==> src/rtl/fpc_pkg.sv <==
// Constants, layouts and carriers for the floppy/IDE power and mode config bank
package fpc_pkg;
	// Register indices on the index port
	localparam logic [7:0] IDX_UNIT_PWR   = 8'h06;
	localparam logic [7:0] IDX_DRV_TYPE   = 8'h07;
	localparam logic [7:0] IDX_DRV_CTRL   = 8'h08;
	localparam logic [7:0] IDX_MODE_LOCK  = 8'h09;
	localparam logic [7:0] IDX_PORT_POL   = 8'h0a;
	localparam logic [7:0] IDX_LOCK_LAST  = 8'h29;
	// Reset values
	localparam logic [3:0] RST_UNIT_PWR   = 4'h0;
	localparam logic [7:0] RST_DRV_TYPE   = 8'h00;
	localparam logic [7:0] RST_DRV_CTRL   = 8'h00;
	localparam logic [2:0] RST_MODE_BITS  = 3'h0;
	localparam logic [7:0] RST_PORT_POL   = 8'h1f;
	localparam logic [1:0] RST_TAPE       = 2'h0;
	// Arbitrary identification value, not tied to any part
	localparam logic [3:0] CHIP_ID        = 4'h5;
	// Power register fields
	localparam int B_FLOPPY_PD  = 3;
	localparam int B_DISK_PD    = 2;
	localparam int B_FLOPPY_TRI = 1;
	localparam int B_DISK_TRI   = 0;
	// Drive control fields
	localparam int B_APD_HI     = 7;
	localparam int B_APD_LO     = 6;
	localparam int B_WR_DIS     = 5;
	localparam int B_SW_WP      = 4;
	localparam int B_MEDIA_HI   = 3;
	localparam int B_BOOT_HI    = 1;
	// Mode register fields
	localparam int B_PMODE2     = 7;
	localparam int B_LOCK       = 6;
	localparam int B_THREE_MODE = 5;
	// Portable pin register fields
	localparam int B_PFE_POL    = 7;
	localparam int B_PXE_POL    = 6;
	localparam logic [7:0] PORT_POL_MASK = 8'hdf;
	localparam int B_DOCK_POL   = 4;
	localparam int B_PXE_ADP    = 3;
	localparam int B_PXE_EPP    = 2;
	localparam int B_PXE_ECP    = 1;
	localparam int B_PXE_ECPEPP = 0;
	// Tape drive register field position
	localparam int B_TAPE_LO    = 4;
	// Reduced write current codes
	localparam logic [1:0] RWC_NORMAL = 2'b00;
	localparam logic [1:0] RWC_LOW    = 2'b01;
	localparam logic [1:0] RWC_HIGH   = 2'b10;
	// Auto power-down countdown, seconds per code
	localparam logic [7:0] APD_SEC_0 = 8'd4;
	localparam logic [7:0] APD_SEC_1 = 8'd32;
	localparam logic [7:0] APD_SEC_2 = 8'd64;
	localparam logic [7:0] APD_SEC_3 = 8'd240;

	// Host access strobes on the index/data port pair
	typedef struct packed {
		logic       ext_mode;   // Extended-function mode active
		logic       index_wr;   // Write to index port
		logic       data_wr;    // Write to data port
		logic       data_rd;    // Read of data port
		logic       tape_wr;    // Write to tape drive register
		logic       tape_rd;    // Read of tape drive register
		logic [7:0] wdata;      // Write data
	} fpc_host_t;

	// Parallel port mode flags
	typedef struct packed {
		logic adapter;
		logic epp;
		logic ecp;
		logic ecp_epp;
	} fpc_pmode_t;
endpackage

==> src/rtl/fpc_cfg_regs.sv <==
// Floppy/IDE power, drive type and portable pin configuration register bank
`timescale 1ns/10ps
module fpc_cfg_regs (
	// Clock, reset, enable
	input  wire logic               core_clk,
	input  wire logic               reset_n,
	input  wire logic               clk_en,
	// Host index/data port access
	input  wire fpc_pkg::fpc_host_t host,
	output logic [7:0]              rd_data,
	// Power control to units
	output logic                    floppy_power_down,
	output logic                    disk_iface_power_down,
	output logic                    floppy_out_float,
	output logic                    disk_iface_out_float,
	output logic [7:0]              auto_pd_seconds,
	// Floppy controller side
	input  wire logic [1:0]         drive_sel,
	input  wire logic               rate_rwc_in,
	input  wire logic               fdc_write_en_n_in,
	input  wire logic               fdc_write_data_in,
	output logic                    reduced_write_current,
	output logic                    write_en_n,
	output logic                    write_serial_data,
	output logic                    write_protect_to_fdc,
	output logic [1:0]              media_id,
	output logic [1:0]              boot_drive,
	output logic                    three_mode_enable,
	// Drive pins
	input  wire logic               write_protect_pin_n,
	input  wire logic               dock_in,
	// Parallel port and portable pins
	input  wire logic [1:0]         port_mode_sel_lo,
	input  wire fpc_pkg::fpc_pmode_t pmode,
	input  wire logic               portable_floppy_act,
	output logic [2:0]              port_mode_sel,
	output logic                    portable_floppy_en,
	output logic                    portable_ext_en,
	output logic                    dock_active
);

	////////////////////////////////////////////////////////////////////////
	// Storage

	logic [7:0] index_ff;       // Selected register index
	logic [3:0] unit_pwr_ff;    // Power and tri-state bits
	logic [7:0] drv_type_ff;    // Four drive type fields
	logic [7:0] drv_ctrl_ff;    // Write control, countdown, media
	logic [2:0] mode_ff;        // Mode selector top, lock, three-mode
	logic [7:0] port_pol_ff;    // Portable pin polarity and enables
	logic [1:0] tape_ff;        // Tape register bits 5:4
	logic [7:0] rd_data_ff;     // Read data holding
	logic       rwc_ff;         // Reduced write current pin
	logic       we_n_ff;        // Write enable pin
	logic       wd_ff;          // Write data pin
	logic       wp_ff;          // Write protect to controller
	logic       pfe_ff;         // Portable floppy enable pin
	logic       pxe_ff;         // Portable extension enable pin
	logic       dock_ff;        // Docking indication
	logic [1:0] wp_sync_ff;     // Write protect synchroniser
	logic [1:0] dock_sync_ff;   // Dock input synchroniser

	////////////////////////////////////////////////////////////////////////
	// Decode

	// Lock covers every index up to 29h, including the mode register
	wire locked   = mode_ff[1] && (index_ff <= fpc_pkg::IDX_LOCK_LAST);
	wire acc_ok   = host.ext_mode && !locked;
	wire wr_ok    = acc_ok && host.data_wr;
	wire rd_ok    = acc_ok && host.data_rd;
	wire sel_pwr  = index_ff == fpc_pkg::IDX_UNIT_PWR;
	wire sel_type = index_ff == fpc_pkg::IDX_DRV_TYPE;
	wire sel_ctrl = index_ff == fpc_pkg::IDX_DRV_CTRL;
	wire sel_mode = index_ff == fpc_pkg::IDX_MODE_LOCK;
	wire sel_pol  = index_ff == fpc_pkg::IDX_PORT_POL;
	wire three_on = mode_ff[0];
	// Tape register only exists while three-mode is on
	wire tape_wr_ok = host.tape_wr && three_on;
	wire tape_rd_ok = host.tape_rd && three_on;

	// Read mux; reserved and out-of-scope bits read as zero
	wire [7:0] rd_pwr  = {4'h0, unit_pwr_ff};
	wire [7:0] rd_mode = {mode_ff, 1'b0, fpc_pkg::CHIP_ID};
	wire [7:0] rd_tape = {2'b00, tape_ff, 4'h0};
	wire [7:0] rd_sel  = sel_pwr  ? rd_pwr :
	                     sel_type ? drv_type_ff :
	                     sel_ctrl ? drv_ctrl_ff :
	                     sel_mode ? rd_mode :
	                     sel_pol  ? port_pol_ff : 8'h00;
	wire [7:0] nxt_rd_data = tape_rd_ok ? rd_tape :
	                         rd_ok      ? rd_sel  : rd_data_ff;

	////////////////////////////////////////////////////////////////////////
	// Drive behaviour

	// Type field of the drive now selected
	wire [1:0] drv_code = drv_type_ff[{drive_sel, 1'b0} +: 2];
	// A non-normal tape code outranks the per-drive type
	wire [1:0] eff_code = (tape_ff != fpc_pkg::RWC_NORMAL) ? tape_ff : drv_code;
	// Code 11 is don't-care; keep the rate level rather than float
	wire nxt_rwc = !three_on                     ? rate_rwc_in :
	               (eff_code == fpc_pkg::RWC_LOW)  ? 1'b0 :
	               (eff_code == fpc_pkg::RWC_HIGH) ? 1'b1 : rate_rwc_in;
	wire wr_dis = drv_ctrl_ff[fpc_pkg::B_WR_DIS];
	// Only the pins are forced; the controller itself never sees it
	wire nxt_we_n = wr_dis | fdc_write_en_n_in;
	wire nxt_wd   = wr_dis | fdc_write_data_in;
	wire nxt_wp   = drv_ctrl_ff[fpc_pkg::B_SW_WP] | !wp_sync_ff[1];

	////////////////////////////////////////////////////////////////////////
	// Portable pins

	wire pxe_act = (pmode.adapter && port_pol_ff[fpc_pkg::B_PXE_ADP]) ||
	               (pmode.epp     && port_pol_ff[fpc_pkg::B_PXE_EPP]) ||
	               (pmode.ecp     && port_pol_ff[fpc_pkg::B_PXE_ECP]) ||
	               (pmode.ecp_epp && port_pol_ff[fpc_pkg::B_PXE_ECPEPP]);
	// Polarity bit one means the pin is high when active
	wire nxt_pfe  = !(portable_floppy_act ^ port_pol_ff[fpc_pkg::B_PFE_POL]);
	wire nxt_pxe  = !(pxe_act ^ port_pol_ff[fpc_pkg::B_PXE_POL]);
	wire nxt_dock = !(dock_sync_ff[1] ^ port_pol_ff[fpc_pkg::B_DOCK_POL]);

	////////////////////////////////////////////////////////////////////////
	// Pin synchronisers; first stage feeds only the second

	always_ff @(posedge core_clk or negedge reset_n) begin
		if (!reset_n) begin
			wp_sync_ff   <= 2'b11;
			dock_sync_ff <= 2'b00;
		end else if (clk_en) begin
			wp_sync_ff   <= {wp_sync_ff[0], write_protect_pin_n};
			dock_sync_ff <= {dock_sync_ff[0], dock_in};
		end
	end

	////////////////////////////////////////////////////////////////////////
	// Index register, written only in extended mode

	always_ff @(posedge core_clk or negedge reset_n) begin
		if (!reset_n) begin
			index_ff <= 8'h00;
		end else if (clk_en && host.ext_mode && host.index_wr) begin
			index_ff <= host.wdata;
		end
	end

	////////////////////////////////////////////////////////////////////////
	// Configuration registers

	always_ff @(posedge core_clk or negedge reset_n) begin
		if (!reset_n) begin
			unit_pwr_ff <= fpc_pkg::RST_UNIT_PWR;
			drv_type_ff <= fpc_pkg::RST_DRV_TYPE;
			drv_ctrl_ff <= fpc_pkg::RST_DRV_CTRL;
			mode_ff     <= fpc_pkg::RST_MODE_BITS;
			port_pol_ff <= fpc_pkg::RST_PORT_POL;
		end else if (clk_en && wr_ok) begin
			// Only implemented bits are stored
			if (sel_pwr) begin
				unit_pwr_ff <= host.wdata[3:0];
			end
			if (sel_type) begin
				drv_type_ff <= host.wdata;
			end
			if (sel_ctrl) begin
				drv_ctrl_ff <= host.wdata;
			end
			if (sel_mode) begin
				mode_ff <= host.wdata[7:5];
			end
			if (sel_pol) begin
				port_pol_ff <= host.wdata & fpc_pkg::PORT_POL_MASK;
			end
		end
	end

	////////////////////////////////////////////////////////////////////////
	// Tape drive register and read data

	always_ff @(posedge core_clk or negedge reset_n) begin
		if (!reset_n) begin
			tape_ff    <= fpc_pkg::RST_TAPE;
			rd_data_ff <= 8'h00;
		end else if (clk_en) begin
			if (tape_wr_ok) begin
				tape_ff <= host.wdata[fpc_pkg::B_TAPE_LO +: 2];
			end
			rd_data_ff <= nxt_rd_data;
		end
	end

	////////////////////////////////////////////////////////////////////////
	// Registered pin outputs

	always_ff @(posedge core_clk or negedge reset_n) begin
		if (!reset_n) begin
			rwc_ff  <= 1'b0;
			we_n_ff <= 1'b1;
			wd_ff   <= 1'b1;
			wp_ff   <= 1'b0;
			pfe_ff  <= 1'b1;
			pxe_ff  <= 1'b1;
			dock_ff <= 1'b0;
		end else if (clk_en) begin
			rwc_ff  <= nxt_rwc;
			we_n_ff <= nxt_we_n;
			wd_ff   <= nxt_wd;
			wp_ff   <= nxt_wp;
			pfe_ff  <= nxt_pfe;
			pxe_ff  <= nxt_pxe;
			dock_ff <= nxt_dock;
		end
	end

	////////////////////////////////////////////////////////////////////////
	// Outputs

	// Floating needs both power-down and its tri-state enable
	assign floppy_power_down     = unit_pwr_ff[fpc_pkg::B_FLOPPY_PD];
	assign disk_iface_power_down = unit_pwr_ff[fpc_pkg::B_DISK_PD];
	assign floppy_out_float      = floppy_power_down &&
	                               unit_pwr_ff[fpc_pkg::B_FLOPPY_TRI];
	assign disk_iface_out_float  = disk_iface_power_down &&
	                               unit_pwr_ff[fpc_pkg::B_DISK_TRI];
	wire [1:0] apd_code = drv_ctrl_ff[fpc_pkg::B_APD_HI -: 2];
	assign auto_pd_seconds = (apd_code == 2'b00) ? fpc_pkg::APD_SEC_0 :
	                         (apd_code == 2'b01) ? fpc_pkg::APD_SEC_1 :
	                         (apd_code == 2'b10) ? fpc_pkg::APD_SEC_2 :
	                                               fpc_pkg::APD_SEC_3;
	assign media_id          = drv_ctrl_ff[fpc_pkg::B_MEDIA_HI -: 2];
	assign boot_drive        = drv_ctrl_ff[fpc_pkg::B_BOOT_HI -: 2];
	assign three_mode_enable = three_on;
	assign port_mode_sel     = {mode_ff[2], port_mode_sel_lo};
	assign rd_data               = rd_data_ff;
	assign reduced_write_current = rwc_ff;
	assign write_en_n            = we_n_ff;
	assign write_serial_data     = wd_ff;
	assign write_protect_to_fdc  = wp_ff;
	assign portable_floppy_en    = pfe_ff;
	assign portable_ext_en       = pxe_ff;
	assign dock_active           = dock_ff;
endmodule

==> config.mk <==
export PLATFORM = sky130hd
export DESIGN_NAME = fpc_cfg_regs
export DESIGN_NICKNAME = d
export VERILOG_FILES = /design/src/rtl/fpc_pkg.sv /design/src/rtl/fpc_cfg_regs.sv
export SDC_FILE = /design/constraint.sdc
export NUM_CORES = 1
export LEC_CHECK = 0
export BUFFER_PORTS_ARGS = -buffer_cell sky130_fd_sc_hd__buf_2
export CAP_MARGIN = 20
export CORE_MARGIN = 2
export CORE_UTILIZATION = 56
export CTS_BUF_LIST = sky130_fd_sc_hd__clkbuf_8
export CTS_CLUSTER_DIAMETER = 80
export DETAILED_ROUTE_END_ITERATION = 10
export GPL_ROUTABILITY_DRIVEN = 0
export PLACE_DENSITY_LB_ADDON = 0.2
export RECOVER_POWER = 25
export SYNTH_ARGS = -nofsm -noshare
export SYNTH_HDL_FRONTEND = slang
export SYNTH_SLANG_ARGS = --single-unit
==> constraint.sdc <==
create_clock -name core_clk -period 2.5 [get_ports core_clk]
set_input_delay 0.5 -clock core_clk [delete_from_list [all_inputs] [get_ports core_clk]]
set_output_delay 0.5 -clock core_clk [all_outputs]
set_load 0.03 [all_outputs]
==> flow_results.org, run 1 <==
** Route
- Top routing layer in use :: met4
- In this run, the number of DRC markers left after iteration 0 of detailed routing was 130.
- In this run the remaining antenna-violating nets after routing total 0.
- Average detailed-routed wire length per instance :: 17.5 um
- Met2 wirelength from detailed routing :: 2950 um
- Number of detailed-routing iterations run before antenna repair :: 5
- Summed over all layers, the routed wires come to 6330 um.
- Wire length on met1 :: 2990 um
- After detailed routing, the number of remaining DRC violations is 0.
- Using the TritonRoute via totals, the vias-per-cell ratio works out to 5.63.
- Summing over every cut layer, the via total after detailed routing is 2,038.
- Wire segments on met3 add up to 255 um in the final route.

** GRT
- Initial antenna violation count :: 0
- Gr ovfl total :: 0
- The number of global-route vias before repair is 2,106.
- For this run, the total global-route usage over all layers was measured as 0.235.
- Pin count of the biggest net entering global routing :: 33
- Wire length of the first global-routing pass :: 10,700 um

** Timing
- Adding up every negative setup slack in the final design gives 0 ns.
- In this run the tightest slew margin relative to its limit is -0.0194.
- Clock period minus final worst setup slack :: 2.07 ns
- Final-report hold violation count :: 0
- Max Slew Vio Count :: 28
- Of the available clock period, the critical path in the final layout requires 0.827.
- Total setup violations reported at the end of the flow :: 0
- Smallest hold slack :: 0.395 ns
- Static timing analysis puts the maximum clock frequency at 484 MHz.
- Setup repair after global routing missed its margin :: no
- Worst-Margin Slew :: 1.53 ns
- Clock skew on the completed layout was measured at 0.00535 ns.

** Critical path
- In this run the worst path has a maximum fanout of 20.
- Required @ worst endpoint :: 2.72 ns
- The worst register-to-register path has a setup slack of 0.60 ns.
- CP arrival :: 2.29 ns
- Critical path's top delay family :: buffers and inverters
- STA classifies the critical path endpoint as a flip-flop.
- Sort of element at the start of the critical path :: input pin
- Cells along the critical path :: buf_2 -> clkbuf_1 -> nand3_1 -> mux2_2
- Critical Path Slowest Stage Cell :: sky130_fd_sc_hd__clkbuf_1
- The critical path is of the in2reg type.
- The number of buffers and inverters on the critical path is 2.
- The largest single stage delay on the critical path is 0.69 ns.

** Layout
- From synthesis to final layout, the design area changed by 14.1%.
- At the end of the flow, the number of nets in the layout was 318.
- Measured on the finished design, the core utilization comes to 0.667.
- Fraction of final layout cells sized beyond drive strength 1 :: 0.510
- Leaving out filler cells and counting taps, the final layout contains 362.
- The number of antenna diodes in the final layout is 0.

** Clocking
- The H-tree generated during clock tree synthesis spans 3 levels.
- TritonCTS built the clock tree.
- For this design, the sink count on the clock tree is 59.
- Source-to-sink clock delay at the later pin of the worst-skew pair :: 0.33 ns
- No sink is reached through more buffers than the 2 on the longest clock path.
- Post-cts resize count :: 0
- After clock tree synthesis, the clock-pin slew on the worst setup and hold paths is 0.06 ns.
- For this design, the CTS-stage hold fixing added 0 buffers.
- Post-CTS Setup Bufs :: 0
- The number of clock buffers added by TritonCTS is 9.
- Clock Tree Root :: sky130_fd_sc_hd__clkbuf_8

** Synth
- By area the synthesized netlist is led by sky130_fd_sc_hd__dfrtp_1 (40%), sky130_fd_sc_hd__mux2_2 (17%), sky130_fd_sc_hd__dfstp_2 (9.6%).
- Counting every instance in the synthesized netlist gives 236.
- Most common flop cell mapped by yosys :: sky130_fd_sc_hd__dfrtp_1
- Of all cell types, the one taking the most synthesized area is sky130_fd_sc_hd__dfrtp_1.
- Of the post-synthesis cell area, the dominant cell type holds 0.400.
- After synthesis, the share of flip-flops with an asynchronous set or reset is 1.00.
- For this run, the number of Yosys warnings is 0.
- Library cell with the highest instance count after synthesis :: sky130_fd_sc_hd__dfrtp_1
- Top post-synthesis cells by count :: sky130_fd_sc_hd__dfrtp_1 (48), sky130_fd_sc_hd__mux2_2 (45), sky130_fd_sc_hd__buf_4 (13), sky130_fd_sc_hd__nor2_1 (13), sky130_fd_sc_hd__dfstp_2 (11)
- Yosys mapped a number of flops with a built-in enable equal to 0.
- Total standard cell area after synthesis :: 3010 sq um
- Synth Area per Inst :: 12.7 sq um
- Sequential fraction of the synthesis area :: 0.496
- Register bit total from synthesis :: 59
- Synthesis instantiated 56 different standard cells from the library.

** Floorplanning
- 66 I/O pins were placed.
- The initial utilization of the core area, before any placement, comes to 0.585.
- The floorplan step defined a die boundary enclosing 5970 sq um.
- Core outline area :: 5140 sq um
- The floorplan has 26 rows.
- Die X-Extent :: 77.3 um
- Vertical die dimension :: 77.3 um

** Place
- Once placement completed, the tool counted placed cells totaling 346.
- During placement, the flow inserted port buffers numbering 58.
- Post-DP HPWL :: 4700 um

** Status
- Failing checks :: capacitance limit, slew limit
- Status :: finished, violations left

** Power and ir drop
- Pwr per Cell Area :: 675 nW/um^2
- The design draws 0.00231 W.
- Summed over all cells, the static leakage comes to 1.63 nW.
- IR analysis of the VDD net gives a maximum drop of 485 uV.

** Flow run
- The tool flagged a number of max-cap violations equal to 1.

** Worst hold path
- Worst min-delay path category :: in2reg
[through the flow]
step	setup slack, ns	instance area [sq um]
3_3_place_gp	0.631	3260
5_1_grt	0.274	3430
2_1_floorplan	0.755	3010
3_5_place_dp	0.617	3260
4_1_cts	0.599	3430
6_report	0.432	3430
[report_power, final]
part | internal, W | total [W] | switching (W)
logic | 0.000181 | 0.000401 | 0.000221
registers | 0.00105 | 0.00116 | 0.000111
clock network | 0.000399 | 0.000749 | 0.000350
total | 0.00163 | 0.00231 | 0.000682
[sequential cells by signal, indices dropped and copies added, names as in the netlist, 2 cells and up]
signal / flops
dock_sync_ff: 2
drv_ctrl_ff: 8
drv_type_ff: 8
index_ff: 8
mode_ff: 3
port_pol_ff: 7
rd_data: 8
tape_ff: 2
unit_pwr_ff: 4
wp_sync_ff: 2
[worst register-to-register path, delay by kind of cell (launching register included)]
| family | cells | cell delay [ns] |
|---|---|---|
| mux | 1 | 0.32 |
| simple gates | 2 | 0.91 |
| flops | 1 | 0.57 |
[final timing paths]
check                                        startpoint  cells after the start                           to
worst min-delay path                            dock_in                      2  dock_sync_ff[0]$_DFFE_PN0P_
worst min register to register   write_en_n$_DFFE_PN1P_                      2       write_en_n$_DFFE_PN1P_
min in group asynchronous                       reset_n                      1  dock_sync_ff[0]$_DFFE_PN0P_
worst max-delay path                             clk_en                      4      index_ff[2]$_DFFE_PN0P_
max in group asynchronous                       reset_n                      2   port_pol_ff[3]$_DFFE_PN1P_
worst max register to register  index_ff[1]$_DFFE_PN0P_                      3   drv_ctrl_ff[7]$_DFFE_PN0P_
[final cells by class]
cell class / count / area [sq um]
Inverter: 4 / 15.0
Fill cell: 433 / 1710
Sequential cell: 59 / 1490
Timing Repair Buffer: 60 / 313
Multi-Input combinational cell: 153 / 1350
Clock buffer: 11 / 151
Clock inverter: 5 / 21.3
Tap cell: 70 / 87.6
[cell usage in the layout, fill, tap and decap left out, types with 2 or more instances in the layout]
cell type                   synthesis  layout
sky130_fd_sc_hd__buf_2              2      57
sky130_fd_sc_hd__dfrtp_1           48      48
sky130_fd_sc_hd__mux2_2            45      45
sky130_fd_sc_hd__nor2_1            13      13
sky130_fd_sc_hd__clkbuf_8           0      11
sky130_fd_sc_hd__dfstp_2           11      11
sky130_fd_sc_hd__mux2_4             8       8
sky130_fd_sc_hd__a22o_1             8       8
sky130_fd_sc_hd__inv_1              4       7
sky130_fd_sc_hd__a21oi_1            6       6
sky130_fd_sc_hd__nand2_1            6       6
sky130_fd_sc_hd__and2_1             5       5
sky130_fd_sc_hd__nand3_1            3       3
sky130_fd_sc_hd__nor2b_1            3       3
sky130_fd_sc_hd__a211oi_1           3       3
sky130_fd_sc_hd__o21ai_0            3       3
sky130_fd_sc_hd__xnor2_1            3       3
sky130_fd_sc_hd__conb_1             1       3
sky130_fd_sc_hd__nand4_1            2       2
sky130_fd_sc_hd__nor3_1             2       2
sky130_fd_sc_hd__mux4_2             2       2
sky130_fd_sc_hd__a221oi_1           2       2
sky130_fd_sc_hd__a21o_1             2       2
sky130_fd_sc_hd__nand3b_1           2       2
sky130_fd_sc_hd__nand2b_1           2       2
sky130_fd_sc_hd__a22oi_1            2       2
sky130_fd_sc_hd__o21bai_1           2       2
sky130_fd_sc_hd__o2bb2ai_1          2       2
sky130_fd_sc_hd__clkinv_2           0       2
sky130_fd_sc_hd__clkbuf_1           4       2
[layer usage]
layer / track usage / vias to the layer above
li1: - / 955
met1: 0.330 / 1020
met2: 0.358 / 50
met3: 0.0435 / 13
met4: 0.104 / 0
met5: 0 / -
[cell families (layout without fill, tap and decap cells)]
logic type             Yosys count  in the layout  share of synthesized area
flip-flops                      59             59                      0.496
multiplexers                    55             55                      0.224
AND/OR/NAND/NOR                 54             54                      0.116
AO/OA/AOI/OAI                   38             38                     0.0970
buffers and inverters           26             80                     0.0574
XOR/XNOR                         3              3                    0.00874
other                            1              3                    0.00125
Power figures use the tool's default switching activity.
==> run 2, diff against run 1 <==
- ABC_AREA: unset -> 1
- CORE_UTILIZATION: 56 -> 57
- clock period: 2.5 -> 2.1 ns (I/O delays scaled with it)
==> run 2 against run 1 <==
The flow now finishes without violations. Die area rose by 4.4%. Register-to-register slack got worse by 0.24 ns. Largest cell class unchanged. Critical endpoint is now rd_data[1]$_DFFE_PN0P_. Final area rose by 5.3%.
==> flow_results.org, run 2 <==
** GRT
- For this run, global-route usage on met1 was measured as 0.351.
- Wire length of the first global-routing pass :: 12,000 um
- Met3 GRT Util :: 0.0489
- The layer flagged by global routing as most heavily used is met2.
- Total routing usage reported by global routing :: 0.255
- For met2 alone, demand over resource in global routing was 0.384.
- Initial antenna violation count :: 0
- The total overflow left after global routing is 0.
- Pin count of the biggest net entering global routing :: 60
- Via count of the first global-routing pass :: 2,521

** Timing
- For the final routed database, the setup TNS stands at 0 ns.
- Maximum clock frequency :: 575 MHz
- Setup violations remaining at the end of the flow were counted as 0.
- Clock period minus final worst setup slack :: 1.74 ns
- The count of pins over their slew limit is 0.
- Of the available clock period, the critical path in the final layout requires 0.827.
- Worst-Margin Slew :: 1.41 ns
- Setup repair after global routing missed its margin :: no
- Clock tree skew after final layout :: 0.00797 ns
- Worst slew slack as a fraction of its limit :: 0.0614
- The number of endpoints with negative hold slack in the final report came to 0.

** Critical path
- Required @ worst endpoint :: 2.32 ns
- The cell that appears most often on the critical path is sky130_fd_sc_hd__nand2_1.
- Critical Path Slowest Stage Cell :: sky130_fd_sc_hd__dfrtp_1
- The setup check on the worst reg-to-reg path leaves a slack of 0.36 ns.
- The worst setup path is launched from a flip-flop.
- Buffering stage count on the worst path with inverters included :: 0
- CP arrival :: 1.95 ns
- The setup path with the least slack is of type reg2reg.
- Grouping stages by cell kind, the critical path spends the most delay in simple AND/OR/NAND/NOR gates.
- The signal on the critical path passes through o21ai_1 -> nand2_1 -> nand2_1 -> nand2_4 -> nand2_1 -> nand2_1 -> nand3_1 -> nand2_1.
- The largest single stage delay on the critical path is 0.44 ns.
- Critical Path End Type :: flip-flop
- Of all nets on the critical path, the largest fanout is 11.

** Synth
- sky130_fd_sc_hd__dfrtp_1 takes more of the synthesized area than any other cell.
- The share of the Yosys chip area taken by registers is 0.466.
- Synth Area per Inst :: 8.00 sq um
- Unique cell type count in the Yosys netlist :: 27
- Yosys warns :: 0
- Combinational family with the most area after synthesis :: simple AND/OR/NAND/NOR gates
- Of the total synthesized cell area, the portion taken by full adders, half adders and majority gates is 0.
- Complex-gate fraction of the synthesized area :: 0.0993
- Measured against the total synthesized area, the mux share comes to 0.
- Of the total synthesized cell area, the portion taken by XOR and XNOR cells is 0.00821.
- Top post-synthesis cells by count :: sky130_fd_sc_hd__nand2_1 (134), sky130_fd_sc_hd__dfrtp_1 (48), sky130_fd_sc_hd__inv_1 (48), sky130_fd_sc_hd__o21ai_0 (41), sky130_fd_sc_hd__nand3_1 (36)
- Top cell type's share of synthesized area :: 0.375
- Of the total synthesized cell area, the portion taken by AND, OR, NAND and NOR gates is 0.320.
- Post-synthesis instance total :: 400
- Register bit total from synthesis :: 59
- Most common flop cell mapped by yosys :: sky130_fd_sc_hd__dfrtp_1
- Synth async-reset ratio :: 1.00
- sky130_fd_sc_hd__nand2_1 is the most common cell in the netlist.
- Total standard cell area after synthesis :: 3200 sq um
- Sorting the synthesized cells by area gives the leading types as sky130_fd_sc_hd__dfrtp_1 (38%), sky130_fd_sc_hd__nand2_1 (16%), sky130_fd_sc_hd__dfstp_2 (9.0%).
- The synthesized design contains 0 enable-type register cells.

** Floorplanning
- Number of core rows :: 27
- The region available for standard cell placement spans 5470 sq um.
- From left edge to right edge, the die measures 78.9 um.
- In this run the count of I/O pins placed on the die edge is 66.
- Die ar. :: 6230 sq um
- Effective utilization at floorplan :: 0.585
- The die is 78.9 um tall.

** Clocking
- Longest Clk Path Bufs :: 2
- CTS tree :: done
- Clock Tree Root :: sky130_fd_sc_hd__clkbuf_8
- Buffers inserted during clock tree synthesis total 9.
- The later pin in the worst-skew pair is clocked with a latency of 0.33 ns.
- Post-cts resize count :: 0
- After clock tree synthesis, the setup repair step added 0 buffers.
- After clock tree synthesis, the flow added hold-fix buffers numbering 0.
- After clock tree synthesis, the clock-pin slew on the worst setup and hold paths is 0.07 ns.
- CTS saw 59 sinks.
- Deepest level of the CTS H-tree :: 3

** Layout
- Highest-count cells in the layout ignoring fill and taps :: sky130_fd_sc_hd__nand2_1 (134), sky130_fd_sc_hd__buf_2 (58), sky130_fd_sc_hd__inv_1 (50)
- Area overhead of the layout relative to synthesis :: 12.8%
- Summing all flip-flop and latch instances after layout gives 1490 sq um.
- Area of all placed cells without fillers :: 3610 sq um
- Commonest non-fill, non-tap cell in the layout :: sky130_fd_sc_hd__nand2_1
- Number of antenna cells inserted :: 0
- The layout has 509 filler cells.
- Fraction of final layout cells sized beyond drive strength 1 :: 0.270
- Measured on the finished design, the core utilization comes to 0.660.
- After the last flow step, the layout net total stands at 483.
- Area used by multi-input combinational logic :: 1380 sq um

** Route
- Initial drt markers :: 143
- Post-route DRC :: 0
- Post-detailed-routing wire length :: 7160 um
- Count of antenna-violating nets left after detailed routing :: 0
- Number of detailed-routing iterations run before antenna repair :: 4
- Dividing the detail-routed via count by the number of cells gives 5.07.
- For this block, the via count after detailed routing is 2,677.
- After detailed routing, the average wire length per cell comes to 13.6 um.

** Worst hold path
- Worst min-delay path category :: in2reg

** Power and ir drop
- Leak pwr :: 2.03 nW
- Pwr per Cell Area :: 764 nW/um^2
- IR analysis of the VDD net gives a maximum drop of 432 uV.

** Status
- Status :: complete, no violations

** Place
- Area post-placement :: 3470 sq um
- Post-DP HPWL :: 5320 um
- Count of buffers inserted at the top-level ports :: 58

** Flow run
- Reported max-cap violation count :: 0
==> run 2: cell type report <==
cell class	instances	share of cell area
sequential	59	0.413
timing repair buffer	60	0.0839
clock buffer	10	0.0381
clock inverter	5	0.00624
tap	72	0.0249
inverter	50	0.0520
multi-input combinational	272	0.382
==> run 2: power breakdown <==
group	internal [W]	leakage, nW	switching [W]
sequential	0.00125	0.724	0.0000822
combinational	0.000166	1.21	0.000392
clock	0.000439	0.0943	0.000427
total	0.00186	2.03	0.000902
==> run 2: tightest hold or removal path: cells and delay by family <==
family                 cells  cell delay, ns
AND/OR/NAND/NOR            2            0.10
buffers and inverters      1            0.09
==> run 2: worst paths after layout <==
check,endpoint,depth (start not counted),from
min reg2reg,write_serial_data$_DFFE_PN1P_,2,write_serial_data$_DFFE_PN1P_
min,wp_sync_ff[0]$_DFFE_PN1P_,3,write_protect_pin_n
max in group asynchronous,mode_ff[1]$_DFFE_PN0P_,2,reset_n
min in group asynchronous,dock_sync_ff[0]$_DFFE_PN0P_,2,reset_n
max reg2reg,rd_data[1]$_DFFE_PN0P_,8,index_ff[1]$_DFFE_PN0P_
max,rd_data[1]$_DFFE_PN0P_,8,index_ff[1]$_DFFE_PN0P_
==> run 2: per-stage QoR <==
stage	hold WS (ns)	instances	power [W]	setup slack, ns
after floorplan	0.124	402	0.00177	0.759
after global placement	0.446	513	0.00190	0.449
after detailed placement	0.448	513	0.00192	0.407
after CTS	0.0950	528	0.00278	0.389
after global routing	0.279	528	0.00291	0.207
final	0.286	528	0.00276	0.362
==> run 2: cells by family (layout without fill, tap and decap cells) <==
group	Yosys count	count (layout)
AOI/OAI and AO/OA	56	56
buffers and inverters	71	125
DFF	59	59
other	1	3
xor gates and xnor gates	3	3
and+or+nand+nor	210	210
==> run 2: per-layer routing <==
metal	routed length, um	part of all wire
met1	3340	0.47
met4	200	0.028
met3	384	0.054
met5	0	0
met2	3230	0.45
==> run 3, diff against run 2 <==
- clock period: 2.1 -> 1.6 ns (I/O delays scaled with it)
==> run 3 against run 2 <==
Utilization grew 2.1 points. Worst hold slack lost 0.096 ns. Non-clock buffer count grew 6. First-iteration DRC count grew 43%. Via count grew 1.7%. Final cell count grew 1.5%. Power grew 36%. Critical path depth grew 1. Clock power grew 43%. Setup slack lost 0.30 ns. Maximum frequency grew 13%.
==> flow_results.org, run 3 (same netlist as run 2, synthesis figures left out) <==
** Route
- Post-route DRC :: 0
- Number of detailed-routing iterations run before antenna repair :: 4
- Via count :: 2,723
- Average detailed-routed wire length per instance :: 13.9 um
- Detailed-route vias per instance :: 5.08
- Initial drt markers :: 204
- Post-detailed-routing wire length :: 7430 um
- The detail route stage leaves a number of antenna-violating nets equal to 0.

** Critical path
- The number of buffers and inverters on the critical path is 1.
- The setup path with the least slack is of type reg2reg.
- Critical path's top delay family :: simple AND/OR/NAND/NOR gates
- The worst register-to-register path ends at drv_type_ff[2]$_DFFE_PN0P_.
- The largest single stage delay on the critical path is 0.44 ns.
- The worst setup path is launched from a flip-flop.
- On the critical path, the stage with the largest delay is an instance of sky130_fd_sc_hd__dfrtp_1.
- Critical Path Most Common Cell :: sky130_fd_sc_hd__nand2_1
- In this run the register-to-register setup slack is 0.06 ns.
- Critical path peak fanout :: 13
- Required @ worst endpoint :: 1.81 ns
- The worst setup path is captured at a flip-flop.
- Traced cell by cell, the critical path runs through o21ai_1 -> nand2_1 -> nand2_1 -> nand2_4 -> nand2_8 -> nor2_4 -> buf_12 -> nand2_1 -> o21ai_0.
- CP arrival :: 1.74 ns
- R2r startpoint :: index_ff[1]$_DFFE_PN0P_
- The worst register-to-register path has a depth of 9.

** Worst hold path
- Worst min-delay path category :: in2reg
- Cell depth of the worst hold path :: 3
- In this run the most critical hold path is launched from write_protect_pin_n.
- The worst hold path terminates at wp_sync_ff[0]$_DFFE_PN1P_.

** Layout
- The library cell used most frequently in the layout, excluding fill and tap cells, is sky130_fd_sc_hd__nand2_1.
- Of the cells placed in the final design, the portion with a size suffix greater than 1 is 0.284.
- Leaving out fill and tap cells, the most frequent cells in the layout are sky130_fd_sc_hd__nand2_1 (133), sky130_fd_sc_hd__buf_2 (58), sky130_fd_sc_hd__inv_1 (50).
- Final-layout fill cell count :: 471
- For this run, the share of the core covered by cells in the final layout is 0.681.
- Area overhead of the layout relative to synthesis :: 16.5%
- Number of antenna cells inserted :: 0
- Total Nets Final :: 490

** Timing
- Total setup violations reported at the end of the flow :: 0
- The worst path needs 1.54 ns of the cycle, external delays included.
- Maximum clock frequency :: 651 MHz
- Max Slew Vio Count :: 0
- At the pin with the least slew margin, the transition time is 0.791 ns.
- Final-report hold violation count :: 0
- Across the routed clock network, the largest skew measured is 0.0112 ns.
- Worst slew slack as a fraction of its limit :: 0.473
- Fraction of the cycle the final worst path needs :: 0.960
- Smallest hold slack :: 0.190 ns

** Floorplanning
- The floorplan step defined a die boundary enclosing 6230 sq um.
- The initialized floorplan defines 27 standard-cell rows.
- The die is 78.9 um wide.
- The total area inside the core boundary comes to 5470 sq um.
- 66 I/O pins were placed.
- The initial utilization of the core area, before any placement, comes to 0.585.
- Vertical die dimension :: 78.9 um

** Flow run
- Reported max-cap violation count :: 0

** Clocking
- In this run the number of H-tree levels came out at 3.
- The tree is rooted in a sky130_fd_sc_hd__clkbuf_8.
- In this run, CTS created clock tree buffers numbering 9.
- After clock tree synthesis, the clock-pin slew on the worst setup and hold paths is 0.06 ns.
- TritonCTS built the clock tree.
- In this run the deepest clock path goes through 2 buffers.
- Source-to-sink clock delay at the later pin of the worst-skew pair :: 0.34 ns
- CTS sink cnt :: 59

** GRT
- Via count of the first global-routing pass :: 2,542
- The first global-routing pass estimated 12,000 um of wire.
- For this run the aggregate overflow at the end of global routing stands at 0.
- Pin count of the biggest net entering global routing :: 60
- Total routing usage reported by global routing :: 0.254
- The initial antenna violation count is 0.

** Power and ir drop
- For this design the total switching power over the nets is 0.00121 W.
- Of the total power, the share spent switching nets is 0.321.
- In this run the power density over the cells is 1010 nW/um^2.
- Maximum ir drop on the vdd rail :: 751 uV
- Internal power comes to 0.00255 W.
- Leak pwr :: 2.06 nW
- Of the total power, the clock network draws 0.329.
- Sequential Power Share :: 0.466
- Of the total power, combinational logic draws 0.204.

** Status
- The flow ran to the end, and the final reports show no timing, DRC or antenna violations.

** Place
- Count of buffers inserted at the top-level ports :: 58
- Post-DP HPWL :: 5350 um
==> run 3: cell count changes in the layout (fill, tap and decap cells not counted), sizes merged <==
cell         change
clkbuf           +2
clkinv           -1
nand3            +1
dlygate4sd3      +1
buf              +5
==> run 3: worst max-delay path by stage <==
stage | from | endpoint | slack [ns] | depth (start not counted)
5_1_grt | index_ff[3]$_DFFE_PN0P_ | rd_data[0]$_DFFE_PN0P_ | -0.009 | 9
4_1_cts | index_ff[2]$_DFFE_PN0P_ | drv_ctrl_ff[7]$_DFFE_PN0P_ | 0.07 | 8
3_3_place_gp | index_ff[2]$_DFFE_PN0P_ | drv_ctrl_ff[0]$_DFFE_PN0P_ | 0.12 | 8
6_report | index_ff[1]$_DFFE_PN0P_ | drv_type_ff[2]$_DFFE_PN0P_ | 0.06 | 9
2_1_floorplan | mode_ff[0]$_DFFE_PN0P_ | rd_data[1]$_DFFE_PN0P_ | 0.26 | 6
3_5_place_dp | index_ff[2]$_DFFE_PN0P_ | drv_ctrl_ff[7]$_DFFE_PN0P_ | 0.1 | 8
==> run 3: layer usage <==
layer	part of all wire	track usage	up-vias
met5	0	0	-
met4	0.022	0.117	0
met3	0.034	0.0375	13
met2	0.47	0.399	62
met1	0.48	0.352	1284
li1	-	-	1364
==> run 3: timing repair <==
item | in CTS | in global routing
endpoints found under the setup margin | 0 | 14
hold endpoints to repair | 26 | 0
hold buffers | 1 | 0
buffers inserted | 0 | 1
resized for setup | 0 | 5
==> run 3: tightest hold or removal path, stage by stage <==
cell and delay [ns]:
sky130_fd_sc_hd__buf_2 0.09, sky130_fd_sc_hd__nand2_1 0.05, sky130_fd_sc_hd__nand2_1 0.05
==> run 3: area by class of cell <==
type / instances / area [sq um] / area share
clock buffers: 12 / 165 / 0.0443
inverters: 50 / 188 / 0.0504
multi-input cells: 273 / 1410 / 0.379
flip-flops and latches: 59 / 1490 / 0.400
well taps: 72 / 90.1 / 0.0242
clock inverters: 4 / 17.5 / 0.00470
repair buffers: 66 / 365 / 0.0980
==> run 3: stage by stage <==
| stage | area (sq um) | std cells | total power (W) | setup WS, ns | setup TNS (ns) |
|---|---|---|---|---|---|
| finish | 3730 | 536 | 0.00376 | 0.0647 | 0 |
| detailed placement | 3500 | 517 | 0.00253 | 0.0996 | 0 |
| CTS | 3690 | 534 | 0.00376 | 0.0732 | 0 |
| global placement | 3500 | 517 | 0.00251 | 0.117 | 0 |
| floorplan | 3210 | 402 | 0.00232 | 0.259 | 0 |
| global route | 3730 | 536 | 0.00395 | -0.00935 | -0.0174 |
==> run 3: power groups by stage <==
stage | Clock (W) | Sequential, W | Combinational, W
finish | 0.00124 | 0.00175 | 0.000768
global route | 0.00133 | 0.00177 | 0.000849
CTS | 0.00125 | 0.00175 | 0.000757
detailed placement | 0 | 0.00178 | 0.000752
global placement | 0 | 0.00177 | 0.000739
floorplan | 0 | 0.00183 | 0.000495
